<file path="config.mk">
export PLATFORM = sky130hd
export DESIGN_NAME = devirq_top
export DESIGN_NICKNAME = d
export VERILOG_FILES = /design/src/rtl/devirq_pkg.sv /design/src/rtl/devirq_cell.sv /design/src/rtl/devirq_top.sv
export SDC_FILE = /design/constraint.sdc
export NUM_CORES = 1
export LEC_CHECK = 0
export ABC_AREA = 1
export ABC_CLOCK_PERIOD_IN_PS = 1950
export BUFFER_PORTS_ARGS = -buffer_cell sky130_fd_sc_hd__buf_2
export CAP_MARGIN = 25
export CORE_MARGIN = 2
export CORE_UTILIZATION = 50
export DETAILED_ROUTE_END_ITERATION = 6
export GPL_TIMING_DRIVEN = 0
export PLACE_DENSITY_LB_ADDON = 0.2
export REMOVE_ABC_BUFFERS = 1
export SLEW_MARGIN = 30
export SYNTH_ARGS = -nofsm -noshare
export SYNTH_HDL_FRONTEND = slang
export SYNTH_SLANG_ARGS = --single-unit
</file>
<file path="constraint.sdc">
create_clock -name i_clk -period 1.95 [get_ports i_clk]
set_input_delay 0.39 -clock i_clk [delete_from_list [all_inputs] [get_ports i_clk]]
set_output_delay 0.39 -clock i_clk [all_outputs]
set_load 0.01 [all_outputs]
</file>
<file path="src/rtl/devirq_pkg.sv">
`default_nettype none

package devirq_pkg;

	// ========================================================
	// register map
	localparam logic [9:0] ADDR_PATTERN_STATUS  = 10'h024;
	localparam logic [9:0] ADDR_CONV0_STATUS    = 10'h025;
	localparam logic [9:0] ADDR_CONV1_STATUS    = 10'h026;
	localparam logic [9:0] ADDR_CLOCK_STATUS    = 10'h027;
	localparam logic [9:0] ADDR_ENABLE          = 10'h030;
	localparam logic [9:0] ADDR_PIN_SEL         = 10'h031;

	// ========================================================
	// event index in the internal 8-bit vector
	localparam int EV_PATTERN  = 0;
	localparam int EV_C0_CAL   = 1;
	localparam int EV_C0_AMP   = 2;
	localparam int EV_C1_CAL   = 3;
	localparam int EV_C1_AMP   = 4;
	localparam int EV_DLL_LOST = 5;
	localparam int EV_DLL_LOCK = 6;
	localparam int EV_PLL_LOST = 7;
	localparam int NUM_EVENTS  = 8;

	// ========================================================
	// bit positions inside the status registers
	localparam int BIT_PATTERN  = 0;
	localparam int BIT_CAL      = 3;
	localparam int BIT_AMP      = 0;
	localparam int BIT_DLL_LOST = 5;
	localparam int BIT_DLL_LOCK = 4;
	localparam int BIT_PLL_LOST = 1;

	// ========================================================
	// reset values
	localparam logic [7:0] RST_ENABLE  = 8'h00;
	localparam logic [7:0] RST_PIN_SEL = 8'h00;
	localparam logic [7:0] RST_LATCH   = 8'h00;

	// register bus request
	typedef struct packed {
		logic       wr;
		logic       rd;
		logic [9:0] addr;
		logic [7:0] wdata;
	} devirq_bus_s;

	// read decoder selection
	typedef enum logic [2:0] {
		SEL_NONE,
		SEL_PATTERN,
		SEL_CONV0,
		SEL_CONV1,
		SEL_CLOCK,
		SEL_ENABLE,
		SEL_PIN
	} devirq_sel_e;

endpackage

`default_nettype wire

</file>
<file path="src/rtl/devirq_cell.sv">
`timescale 1ns/1ps
`default_nettype none

// one event: live or latched status with clear-on-one and pin routing
module devirq_cell (
	input  wire logic i_clk,     // register clock
	input  wire logic i_rst_b,   // sync reset, active low
	input  wire logic i_cond,    // live condition
	input  wire logic i_en,      // latch and pin enable
	input  wire logic i_sel,     // pin routing, 0 or 1
	input  wire logic i_clr,     // write of one to this bit
	output logic      o_flag,    // status as read
	output logic      o_req0,    // request on pin 0
	output logic      o_req1     // request on pin 1
);

	logic latch_q;
	logic latch_d;

	// set wins over clear so an event in the clear cycle survives
	always_comb begin
		latch_d = latch_q;
		if (!i_en) begin
			latch_d = 1'b0;
		end else if (i_cond) begin
			latch_d = 1'b1;
		end else if (i_clr) begin
			latch_d = 1'b0;
		end
	end

	always_ff @(posedge i_clk) begin
		if (!i_rst_b) begin
			latch_q <= 1'b0;
		end else begin
			latch_q <= latch_d;
		end
	end

	// disabled: live and never on a pin
	assign o_flag = i_en ? latch_q : i_cond;
	assign o_req0 = i_en & latch_q & ~i_sel;
	assign o_req1 = i_en & latch_q & i_sel;

endmodule

`default_nettype wire

</file>
<file path="src/rtl/devirq_top.sv">
// Behaviour
// pattern error bit 0, latched when enabled
// pattern bit live, no pin, when disabled
// conv0 cal done bit 3, live/latched
// conv0 amp error bit 0, live/latched
// conv1 cal done bit 3 latches when enabled
// conv1 amp error bit 0, live/latched
// delay loop unlock bit 5, live/latched
// delay loop locked bit 4 latches enabled
// delay loop locked live when disabled
// clock synth unlock bit 1, live/latched
// write one clears latched bit, zero ignored
// per-event pin select, 0 pin0, 1 pin1
// enables reset to zero, live mode
// pin low while any routed latch pending
// conv1 cal uses conv1 enable
//
// The strobed register port was chosen for this implementation.
`timescale 1ns/1ps
`default_nettype none

module devirq_top (
	input  wire logic       i_clk,             // 200 MHz register clock
	input  wire logic       i_rst_b,           // sync reset, active low
	input  wire logic [9:0] i_addr,            // register address
	input  wire logic [7:0] i_wdata,           // write data
	input  wire logic       i_wr,              // write strobe
	input  wire logic       i_rd,              // read strobe
	output logic      [7:0] o_rdata,           // read data, next cycle
	input  wire logic       i_real_pattern_err, // live pattern error
	input  wire logic       i_conv0_cal_done,  // conv0 cal finished
	input  wire logic       i_conv0_amp_err,   // conv0 amp protect
	input  wire logic       i_conv1_cal_done,  // conv1 cal finished
	input  wire logic       i_conv1_amp_err,   // conv1 amp protect
	input  wire logic       i_dll_unlocked,    // delay loop lost lock
	input  wire logic       i_dll_locked,      // delay loop locked
	input  wire logic       i_pll_unlocked,    // clock synth lost lock
	output logic            o_interrupt_pin_n0, // pin 0, active low
	output logic            o_interrupt_pin_n1  // pin 1, active low
);

	// ========================================================
	// request bundling
	devirq_pkg::devirq_bus_s bus;
	assign bus.wr    = i_wr;
	assign bus.rd    = i_rd;
	assign bus.addr  = i_addr;
	assign bus.wdata = i_wdata;

	// ========================================================
	// enable and routing registers
	logic [7:0] enable_q;
	logic [7:0] pin_sel_q;

	// enables start clear so every bit begins live
	always_ff @(posedge i_clk) begin
		if (!i_rst_b) begin
			enable_q <= devirq_pkg::RST_ENABLE;
		end else if (bus.wr && bus.addr == devirq_pkg::ADDR_ENABLE) begin
			enable_q <= bus.wdata;
		end
	end

	// routing starts on pin 0
	always_ff @(posedge i_clk) begin
		if (!i_rst_b) begin
			pin_sel_q <= devirq_pkg::RST_PIN_SEL;
		end else if (bus.wr && bus.addr == devirq_pkg::ADDR_PIN_SEL) begin
			pin_sel_q <= bus.wdata;
		end
	end

	// ========================================================
	// event conditions and clear strobes, in event order
	logic [7:0] cond;
	logic [7:0] clr;
	logic [7:0] flag;
	logic [7:0] req0;
	logic [7:0] req1;

	assign cond[devirq_pkg::EV_PATTERN]  = i_real_pattern_err;
	assign cond[devirq_pkg::EV_C0_CAL]   = i_conv0_cal_done;
	assign cond[devirq_pkg::EV_C0_AMP]   = i_conv0_amp_err;
	assign cond[devirq_pkg::EV_C1_CAL]   = i_conv1_cal_done;
	assign cond[devirq_pkg::EV_C1_AMP]   = i_conv1_amp_err;
	assign cond[devirq_pkg::EV_DLL_LOST] = i_dll_unlocked;
	assign cond[devirq_pkg::EV_DLL_LOCK] = i_dll_locked;
	assign cond[devirq_pkg::EV_PLL_LOST] = i_pll_unlocked;

	logic wr_pat;
	logic wr_c0;
	logic wr_c1;
	logic wr_clk;
	assign wr_pat = bus.wr && bus.addr == devirq_pkg::ADDR_PATTERN_STATUS;
	assign wr_c0  = bus.wr && bus.addr == devirq_pkg::ADDR_CONV0_STATUS;
	assign wr_c1  = bus.wr && bus.addr == devirq_pkg::ADDR_CONV1_STATUS;
	assign wr_clk = bus.wr && bus.addr == devirq_pkg::ADDR_CLOCK_STATUS;

	// writing one clears, zero leaves the bit alone
	assign clr[devirq_pkg::EV_PATTERN] =
		wr_pat & bus.wdata[devirq_pkg::BIT_PATTERN];
	assign clr[devirq_pkg::EV_C0_CAL] =
		wr_c0 & bus.wdata[devirq_pkg::BIT_CAL];
	assign clr[devirq_pkg::EV_C0_AMP] =
		wr_c0 & bus.wdata[devirq_pkg::BIT_AMP];
	assign clr[devirq_pkg::EV_C1_CAL] =
		wr_c1 & bus.wdata[devirq_pkg::BIT_CAL];
	assign clr[devirq_pkg::EV_C1_AMP] =
		wr_c1 & bus.wdata[devirq_pkg::BIT_AMP];
	assign clr[devirq_pkg::EV_DLL_LOST] =
		wr_clk & bus.wdata[devirq_pkg::BIT_DLL_LOST];
	assign clr[devirq_pkg::EV_DLL_LOCK] =
		wr_clk & bus.wdata[devirq_pkg::BIT_DLL_LOCK];
	assign clr[devirq_pkg::EV_PLL_LOST] =
		wr_clk & bus.wdata[devirq_pkg::BIT_PLL_LOST];

	// ========================================================
	// one cell per event; each uses its own enable, conv1 cal too
	genvar g;
	generate
		for (g = 0; g < devirq_pkg::NUM_EVENTS; g++) begin : g_ev
			devirq_cell u_cell (
				.i_clk   (i_clk),
				.i_rst_b (i_rst_b),
				.i_cond  (cond[g]),
				.i_en    (enable_q[g]),
				.i_sel   (pin_sel_q[g]),
				.i_clr   (clr[g]),
				.o_flag  (flag[g]),
				.o_req0  (req0[g]),
				.o_req1  (req1[g])
			);
		end
	endgenerate

	// ========================================================
	// status register images
	logic [7:0] st_pat;
	logic [7:0] st_c0;
	logic [7:0] st_c1;
	logic [7:0] st_clk;

	// unlisted bits read zero
	always_comb begin
		st_pat = 8'h00;
		st_c0  = 8'h00;
		st_c1  = 8'h00;
		st_clk = 8'h00;
		st_pat[devirq_pkg::BIT_PATTERN]  = flag[devirq_pkg::EV_PATTERN];
		st_c0[devirq_pkg::BIT_CAL]       = flag[devirq_pkg::EV_C0_CAL];
		st_c0[devirq_pkg::BIT_AMP]       = flag[devirq_pkg::EV_C0_AMP];
		st_c1[devirq_pkg::BIT_CAL]       = flag[devirq_pkg::EV_C1_CAL];
		st_c1[devirq_pkg::BIT_AMP]       = flag[devirq_pkg::EV_C1_AMP];
		st_clk[devirq_pkg::BIT_DLL_LOST] = flag[devirq_pkg::EV_DLL_LOST];
		st_clk[devirq_pkg::BIT_DLL_LOCK] = flag[devirq_pkg::EV_DLL_LOCK];
		st_clk[devirq_pkg::BIT_PLL_LOST] = flag[devirq_pkg::EV_PLL_LOST];
	end

	// ========================================================
	// read path
	devirq_pkg::devirq_sel_e sel;

	always_comb begin
		case (bus.addr)
			devirq_pkg::ADDR_PATTERN_STATUS: sel = devirq_pkg::SEL_PATTERN;
			devirq_pkg::ADDR_CONV0_STATUS:   sel = devirq_pkg::SEL_CONV0;
			devirq_pkg::ADDR_CONV1_STATUS:   sel = devirq_pkg::SEL_CONV1;
			devirq_pkg::ADDR_CLOCK_STATUS:   sel = devirq_pkg::SEL_CLOCK;
			devirq_pkg::ADDR_ENABLE:         sel = devirq_pkg::SEL_ENABLE;
			devirq_pkg::ADDR_PIN_SEL:        sel = devirq_pkg::SEL_PIN;
			default:                         sel = devirq_pkg::SEL_NONE;
		endcase
	end

	logic [7:0] rdata_d;

	always_comb begin
		case (sel)
			devirq_pkg::SEL_PATTERN: rdata_d = st_pat;
			devirq_pkg::SEL_CONV0:   rdata_d = st_c0;
			devirq_pkg::SEL_CONV1:   rdata_d = st_c1;
			devirq_pkg::SEL_CLOCK:   rdata_d = st_clk;
			devirq_pkg::SEL_ENABLE:  rdata_d = enable_q;
			devirq_pkg::SEL_PIN:     rdata_d = pin_sel_q;
			default:                 rdata_d = 8'h00;
		endcase
	end

	// data held only in the cycle after the read; zero otherwise
	always_ff @(posedge i_clk) begin
		if (!i_rst_b) begin
			o_rdata <= 8'h00;
		end else if (bus.rd) begin
			o_rdata <= rdata_d;
		end else begin
			o_rdata <= 8'h00;
		end
	end

	// ========================================================
	// pins registered so they never glitch on the board
	always_ff @(posedge i_clk) begin
		if (!i_rst_b) begin
			o_interrupt_pin_n0 <= 1'b1;
			o_interrupt_pin_n1 <= 1'b1;
		end else begin
			o_interrupt_pin_n0 <= ~(|req0);
			o_interrupt_pin_n1 <= ~(|req1);
		end
	end

endmodule

`default_nettype wire

</file>
==> run metrics, run 1 <==
run status=completed; pins over their slew limit=0; Tot GR Track Use=21.7%; first-pass GRT wire length=6.86 mm; cell row count=21; proportion of netlist area held by the largest area contributor=38.9%; clock tree from TritonCTS=built; FF+latch count, synth=34; post-synthesis cell type count=26; library cell with the largest summed area after synthesis=dfxtp_1; area growth from synthesis to final layout=16.4%; RSZ-0062 raised after global routing=false; number of search-and-repair iterations in the first detailed-routing pass=4; Fin Clk Skew=0.0106 ns; largest fanout on the critical path=7; clock sink count=34; register area=681 um2; effective utilization at floorplan=52.1%; routed length per placed instance=11.4 um; antenna violations before repair=0; most common cell after layout, fill and taps aside=nand2_1; routed via count divided by cell count=4.90; Pwr Density=593 nW/um2; chip height=63.2 um; via count of the first global-routing pass=1513; Mapped Avg Cell Area=7.03 um2; path category of the worst min-delay check=in2reg; setup-violating endpoint count in the final report=0; nature of the critical path startpoint=input pin; pin count of the biggest net entering global routing=27; total wirelength of the detailed-routed design=3.87 mm; number of levels the H-tree was split into=2; Synth Instances=249; count of nets left with antenna violations after detail routing=0; number of diodes added for antenna fixing=0; IR drop worst, VDD=0.393 mV; category of the most critical setup path=in2reg; I/O pin total=40; layout cell share with drive strength beyond 1=22.9%; Layout Cell Area excl Fill=2040 um2; First DRT Iteration DRCs=95; crit path setup slack, layout=0.569 ns; leakage=0.955 nW; Clk Latency, worst-skew pair=0.33 ns; buffer type at the clock tree root=clkbuf_4; fill cell total of the finished layout=361; number of hold buffers added after cts=0; final instance count without filler cells=338; postcts setup bufs=0; Final Hold Fails=0; TritonCTS Buffers=5; Max Root-Sink Buffers=2; count of port buffers added during placement=39; Achievable Freq=724 MHz; endpoint required time on the critical path=2.18 ns; core footprint=3360 um2; final routed DRC violation total=0; post-synthesis sequential area ratio=38.9%; post-detail-place hpwl=2.99 mm; post-route setup TNS=0 ns; Via Count=1657; synthesized cell area=1750 um2; post-layout min period=1.38 ns; number of cells in the design after placement=330; gpl congestion=0.860; Die ar.=3990 um2; Maximum Capacitance Violations=0; number of gates resized after cts=0; element type at the critical path end=flop; Hold Worst Slack=0.294 ns; clock transition time at the flip-flop clock pins of the worst setup and hold paths=0.10 ns; nets@finish=321; Least-Margin Pin Slew=0.434 ns; width of the die=63.2 um; yosys synthesis warning count=0; most frequent cells in the layout=54 x nand2_1, 41 x inv_1, 39 x buf_2; post-route fraction of the period consumed by the critical path=70.8%; total congestion overflow after global routing=0; worst setup slack after placement=0.212 ns; relative slew slack=71.0%; area used by multi-input combinational logic=875 um2; dominant cells by area after synthesis=dfxtp_1 39%, nand2_1 12%, inv_1 8.8%, a21oi_1 7.4%, o21ai_0 5.7%; placed cell areas=1970 um2; CP Data Arrival Time=1.62 ns
final timing paths:
path                     startpoint                     end  slack [ns]  depth (start not counted)
max                       i_addr[6]  g_ev[6].u_cell.latch_q        0.57                          9
min                    i_dll_locked  g_ev[6].u_cell.latch_q        0.29                          3
max reg2reg             enable_q[7]      o_interrupt_pin_n0        0.76                          5
min reg2reg  g_ev[3].u_cell.latch_q  g_ev[3].u_cell.latch_q        0.46                          2
Yosys cell counts, drive strengths merged:
master  number
o211ai       2
a21oi       27
nand4        3
nand3       10
o21ai       24
o31ai        2
dfxtp       34
inv         43
nor2        28
buf          2
a211oi       2
or2          1
o22ai        7
o221ai       2
nand2       60
clkbuf       2
flip-flops by register name, summed over array words and instances (netlist names):
name	cells
o_interrupt_pin_n1	1
enable_q	8
o_interrupt_pin_n0	1
g_ev.u_cell.latch_q	8
o_rdata	8
pin_sel_q	8
layer usage:
layer  part of all wire, %  up-vias  track usage [%]  wire length, um
met5                     0        -                0                0
met4                   1.1        0             5.71               41
met3                   5.4        5             5.00              209
met2                    43       40             34.8             1670
met1                    50      722             29.5             1940
li1                      -      890                -                -
through the flow:
stage | power [mW] | util, %
floorplan | 0.756 | -
global route | 1.27 | 60.6
CTS | 1.22 | 60.6
finish | 1.21 | 60.6
global placement | 0.807 | 58.7
detailed placement | 0.809 | 58.7
final cells by class:
cell class / count / share of cell area, %
inverter: 43 / 8.16
timing repair buffer: 39 / 9.58
tap: 46 / 2.82
clock inverter: 2 / 0.614
clock buffer: 6 / 2.52
sequential: 34 / 33.4
multi-input combinational: 168 / 42.9
power by group:
group | internal, mW | total (mW) | switching [mW]
combinational | 0.0369 | 0.0988 | 0.0619
clock | 0.173 | 0.414 | 0.241
sequential | 0.694 | 0.694 | 0.000208
total | 0.904 | 1.21 | 0.303
cell families after synthesis:
kind of cell           synth area share, %
flip-flops                            38.9
AND/OR/NAND/NOR                       28.4
buffers and inverters                 11.2
AO/OA/AOI/OAI                         21.6
critical path, cell delays in order:
cell and delay, ns:
buf_2 0.09, inv_1 0.05, nand2_2 0.11, nor2_4 0.18
nand3_1 0.21, nor2_1 0.26, nand2_1 0.11, a21oi_1 0.15
nor2_1 0.06
(Power assumes the default switching activity.)
==> run 2: changes to the inputs <==
- ABC_CLOCK_PERIOD_IN_PS: 1950 -> 1350
- clock period: 1.95 -> 1.35 ns (I/O delays scaled with it)
==> run 2 against run 1 <==
Count of clock-buffer cells in the layout stayed put. Critical path depth stayed put. Worst setup slack worse by 0.43 ns. Sequential share of layout area hardly changed. Worst hold slack worse by 0.12 ns. Sequential power is 44% higher. Cell count stayed put. First-iteration DRC count is 4.2% higher. Global-route usage stayed put. Die area stayed put. Total power is 45% higher. Final area is 0.12% higher. Largest cell class unchanged. Highest routed layer unchanged.
==> run metrics, run 2 (synthesized netlist as in run 1, its figures left out) <==
run status=completed; category of the most critical setup path=in2reg; relative slew slack=71.3% (+0.31 points); met3 Track Usage GR=5.00% (unchanged); hold_sp=i_dll_locked; number of diodes added for antenna fixing=0 (unchanged); worst hold stages=3 (unchanged); buffer type at the clock tree root=clkbuf_4; Fin Clk Skew=0.0111 ns (+0.000542 ns); final routed DRC violation total=0 (unchanged); clock transition time at the flip-flop clock pins of the worst setup and hold paths=0.10 ns (about the same); area growth from synthesis to final layout=16.5%; number of search-and-repair iterations in the first detailed-routing pass=4 (unchanged); CP Data Arrival Time=1.45 ns (-0.17 ns); total wirelength of the detailed-routed design=3.86 mm (about the same); crit path setup slack, layout=0.137 ns (-0.432 ns); routed length per placed instance=11.4 um (about the same); effective utilization at floorplan=52.1% (unchanged); met2 demand-to-capacity share in global routing=34.8% (unchanged); Pwr Density=856 nW/um2 (+45%); I/O pin total=40 (unchanged); Clk Latency, worst-skew pair=0.33 ns (about the same); worst reg-to-reg setup slack=0.17 ns (-0.59 ns); count of nets left with antenna violations after detail routing=0 (unchanged); first-pass GRT wire length=6.86 mm (unchanged); reg-to-reg critical path endpoint=o_interrupt_pin_n0; Least-Margin Pin Slew=0.430 ns (-0.00463 ns); gpl congestion=0.860 (unchanged); pin count of the biggest net entering global routing=27 (unchanged); postcts setup bufs=0 (unchanged); Max Root-Sink Buffers=2 (unchanged); via count of the first global-routing pass=1513 (unchanged); Die ar.=3990 um2 (unchanged); routed via count divided by cell count=4.92 (+0.42%); most frequent cells in the layout=54 x nand2_1, 41 x inv_1, 39 x buf_2; Achievable Freq=824 MHz; Max stage delay cell, worst path=nand3_1; post-route setup TNS=0 ns (unchanged); Max stage delay on crit path=0.24 ns (-0.02 ns); gr busiest metal=met2; Via Count=1664 (+0.42%); pins over their slew limit=0 (unchanged); leakage=0.955 nW (about the same); Final Hold Fails=0 (unchanged); RSZ-0062 raised after global routing=false; most common cell after layout, fill and taps aside=nand2_1; setup-violating endpoint count in the final report=0 (unchanged); post-detail-place hpwl=2.99 mm (unchanged); endpoint required time on the critical path=1.59 ns (-0.59 ns); number of levels the H-tree was split into=2 (unchanged); cell row count=21 (unchanged); GRT met1 Usage=29.5% (unchanged); placed cell areas=1970 um2 (unchanged); nets@finish=321 (unchanged); largest fanout on the critical path=7 (unchanged); count of port buffers added during placement=39 (unchanged); post-route fraction of the period consumed by the critical path=89.8%; path category of the worst min-delay check=in2reg; chip height=63.2 um (unchanged); First DRT Iteration DRCs=99 (+4.2%); core footprint=3360 um2 (unchanged); Post-Route Utilization=60.7% (+0.074 points); IR drop worst, VDD=0.566 mV (+44%); antenna violations before repair=0 (unchanged); Layout Cell Area excl Fill=2040 um2 (+0.12%); worst setup slack after placement=-0.268 ns (-0.480 ns); Hold EP=g_ev[6].u_cell.latch_q; Tot GR Track Use=21.7% (unchanged); element type at the critical path end=flop; fill cell total of the finished layout=362 (+0.28%); layout cell share with drive strength beyond 1=23.3% (+0.34 points); clock sink count=34 (unchanged); total congestion overflow after global routing=0 (unchanged); width of the die=63.2 um (unchanged); clock tree from TritonCTS=built; Maximum Capacitance Violations=0 (unchanged); post-layout min period=1.21 ns; TritonCTS Buffers=5 (unchanged); Critical R2R Launch=enable_q[7]; cell depth of the worst flop-to-flop path=5 (unchanged); nature of the critical path startpoint=input pin; cell-by-cell trace of the critical path=buf_2 -> inv_1 -> nand2_2 -> nor2_4 -> nand3_1 -> nor2_2 -> nand2_1 -> a21oi_1 -> nor2_1
run 2: cell counts in the layout (fill, tap and decap cells not counted):
No cell type changed its count.
run 2: final cells by class:
| type | instances | area [um2] | area share (%) |
|---|---|---|---|
| Sequential cell | 34 | 681 | 33.4 |
| Timing Repair Buffer | 39 | 195 | 9.56 |
| Tap cell | 46 | 57.6 | 2.82 |
| Inverter | 43 | 166 | 8.15 |
| Clock inverter | 2 | 12.5 | 0.613 |
| Clock buffer | 6 | 51.3 | 2.51 |
| Multi-Input combinational cell | 168 | 877 | 43.0 |
run 2: what timing repair did:
item / in CTS / in global routing
setup endpoints to repair: 0 / 1
resized for setup: 0 / 1
hold buffers: 0 / 0
hold endpoints to repair: 0 / 0
run 2: power by group:
group | internal, mW | switching, mW
clock network | 0.250 | 0.351
logic | 0.0533 | 0.0895
registers | 1.00 | 0.000301
run 2: how the worst max path moves through the flow:
stage | end | slack (ns) | start
2_1_floorplan | g_ev[6].u_cell.latch_q | 0.14 | i_addr[6]
3_3_place_gp | g_ev[6].u_cell.latch_q | -0.23 | i_addr[6]
3_5_place_dp | g_ev[6].u_cell.latch_q | -0.27 | i_addr[6]
4_1_cts | g_ev[6].u_cell.latch_q | 0.1 | i_addr[6]
5_1_grt | o_interrupt_pin_n0 | 0.004 | enable_q[7]
6_report | g_ev[6].u_cell.latch_q | 0.14 | i_addr[6]
run 2: per-layer routing:
layer	share of wire, %	vias to the layer above
li1	-	889
met1	51	733
met2	43	37
met3	5.4	5
met4	1.1	0
met5	0	-
run 2: critical path, delay by kind of cell:
kind | cells | cell delay [ns]
and+or+nand+nor | 6 | 0.90
AOI/OAI and AO/OA | 1 | 0.14
buffers and inverters | 2 | 0.14
run 2: metrics by stage:
step / cells / power (mW) / hold slack (ns)
5_1_grt: 338 / 1.83 / 0.160
4_1_cts: 338 / 1.76 / 0.158
6_report: 338 / 1.75 / 0.172
3_5_place_dp: 330 / 1.17 / 0.447
3_3_place_gp: 330 / 1.17 / 0.444
2_1_floorplan: 245 / 1.09 / 0.341
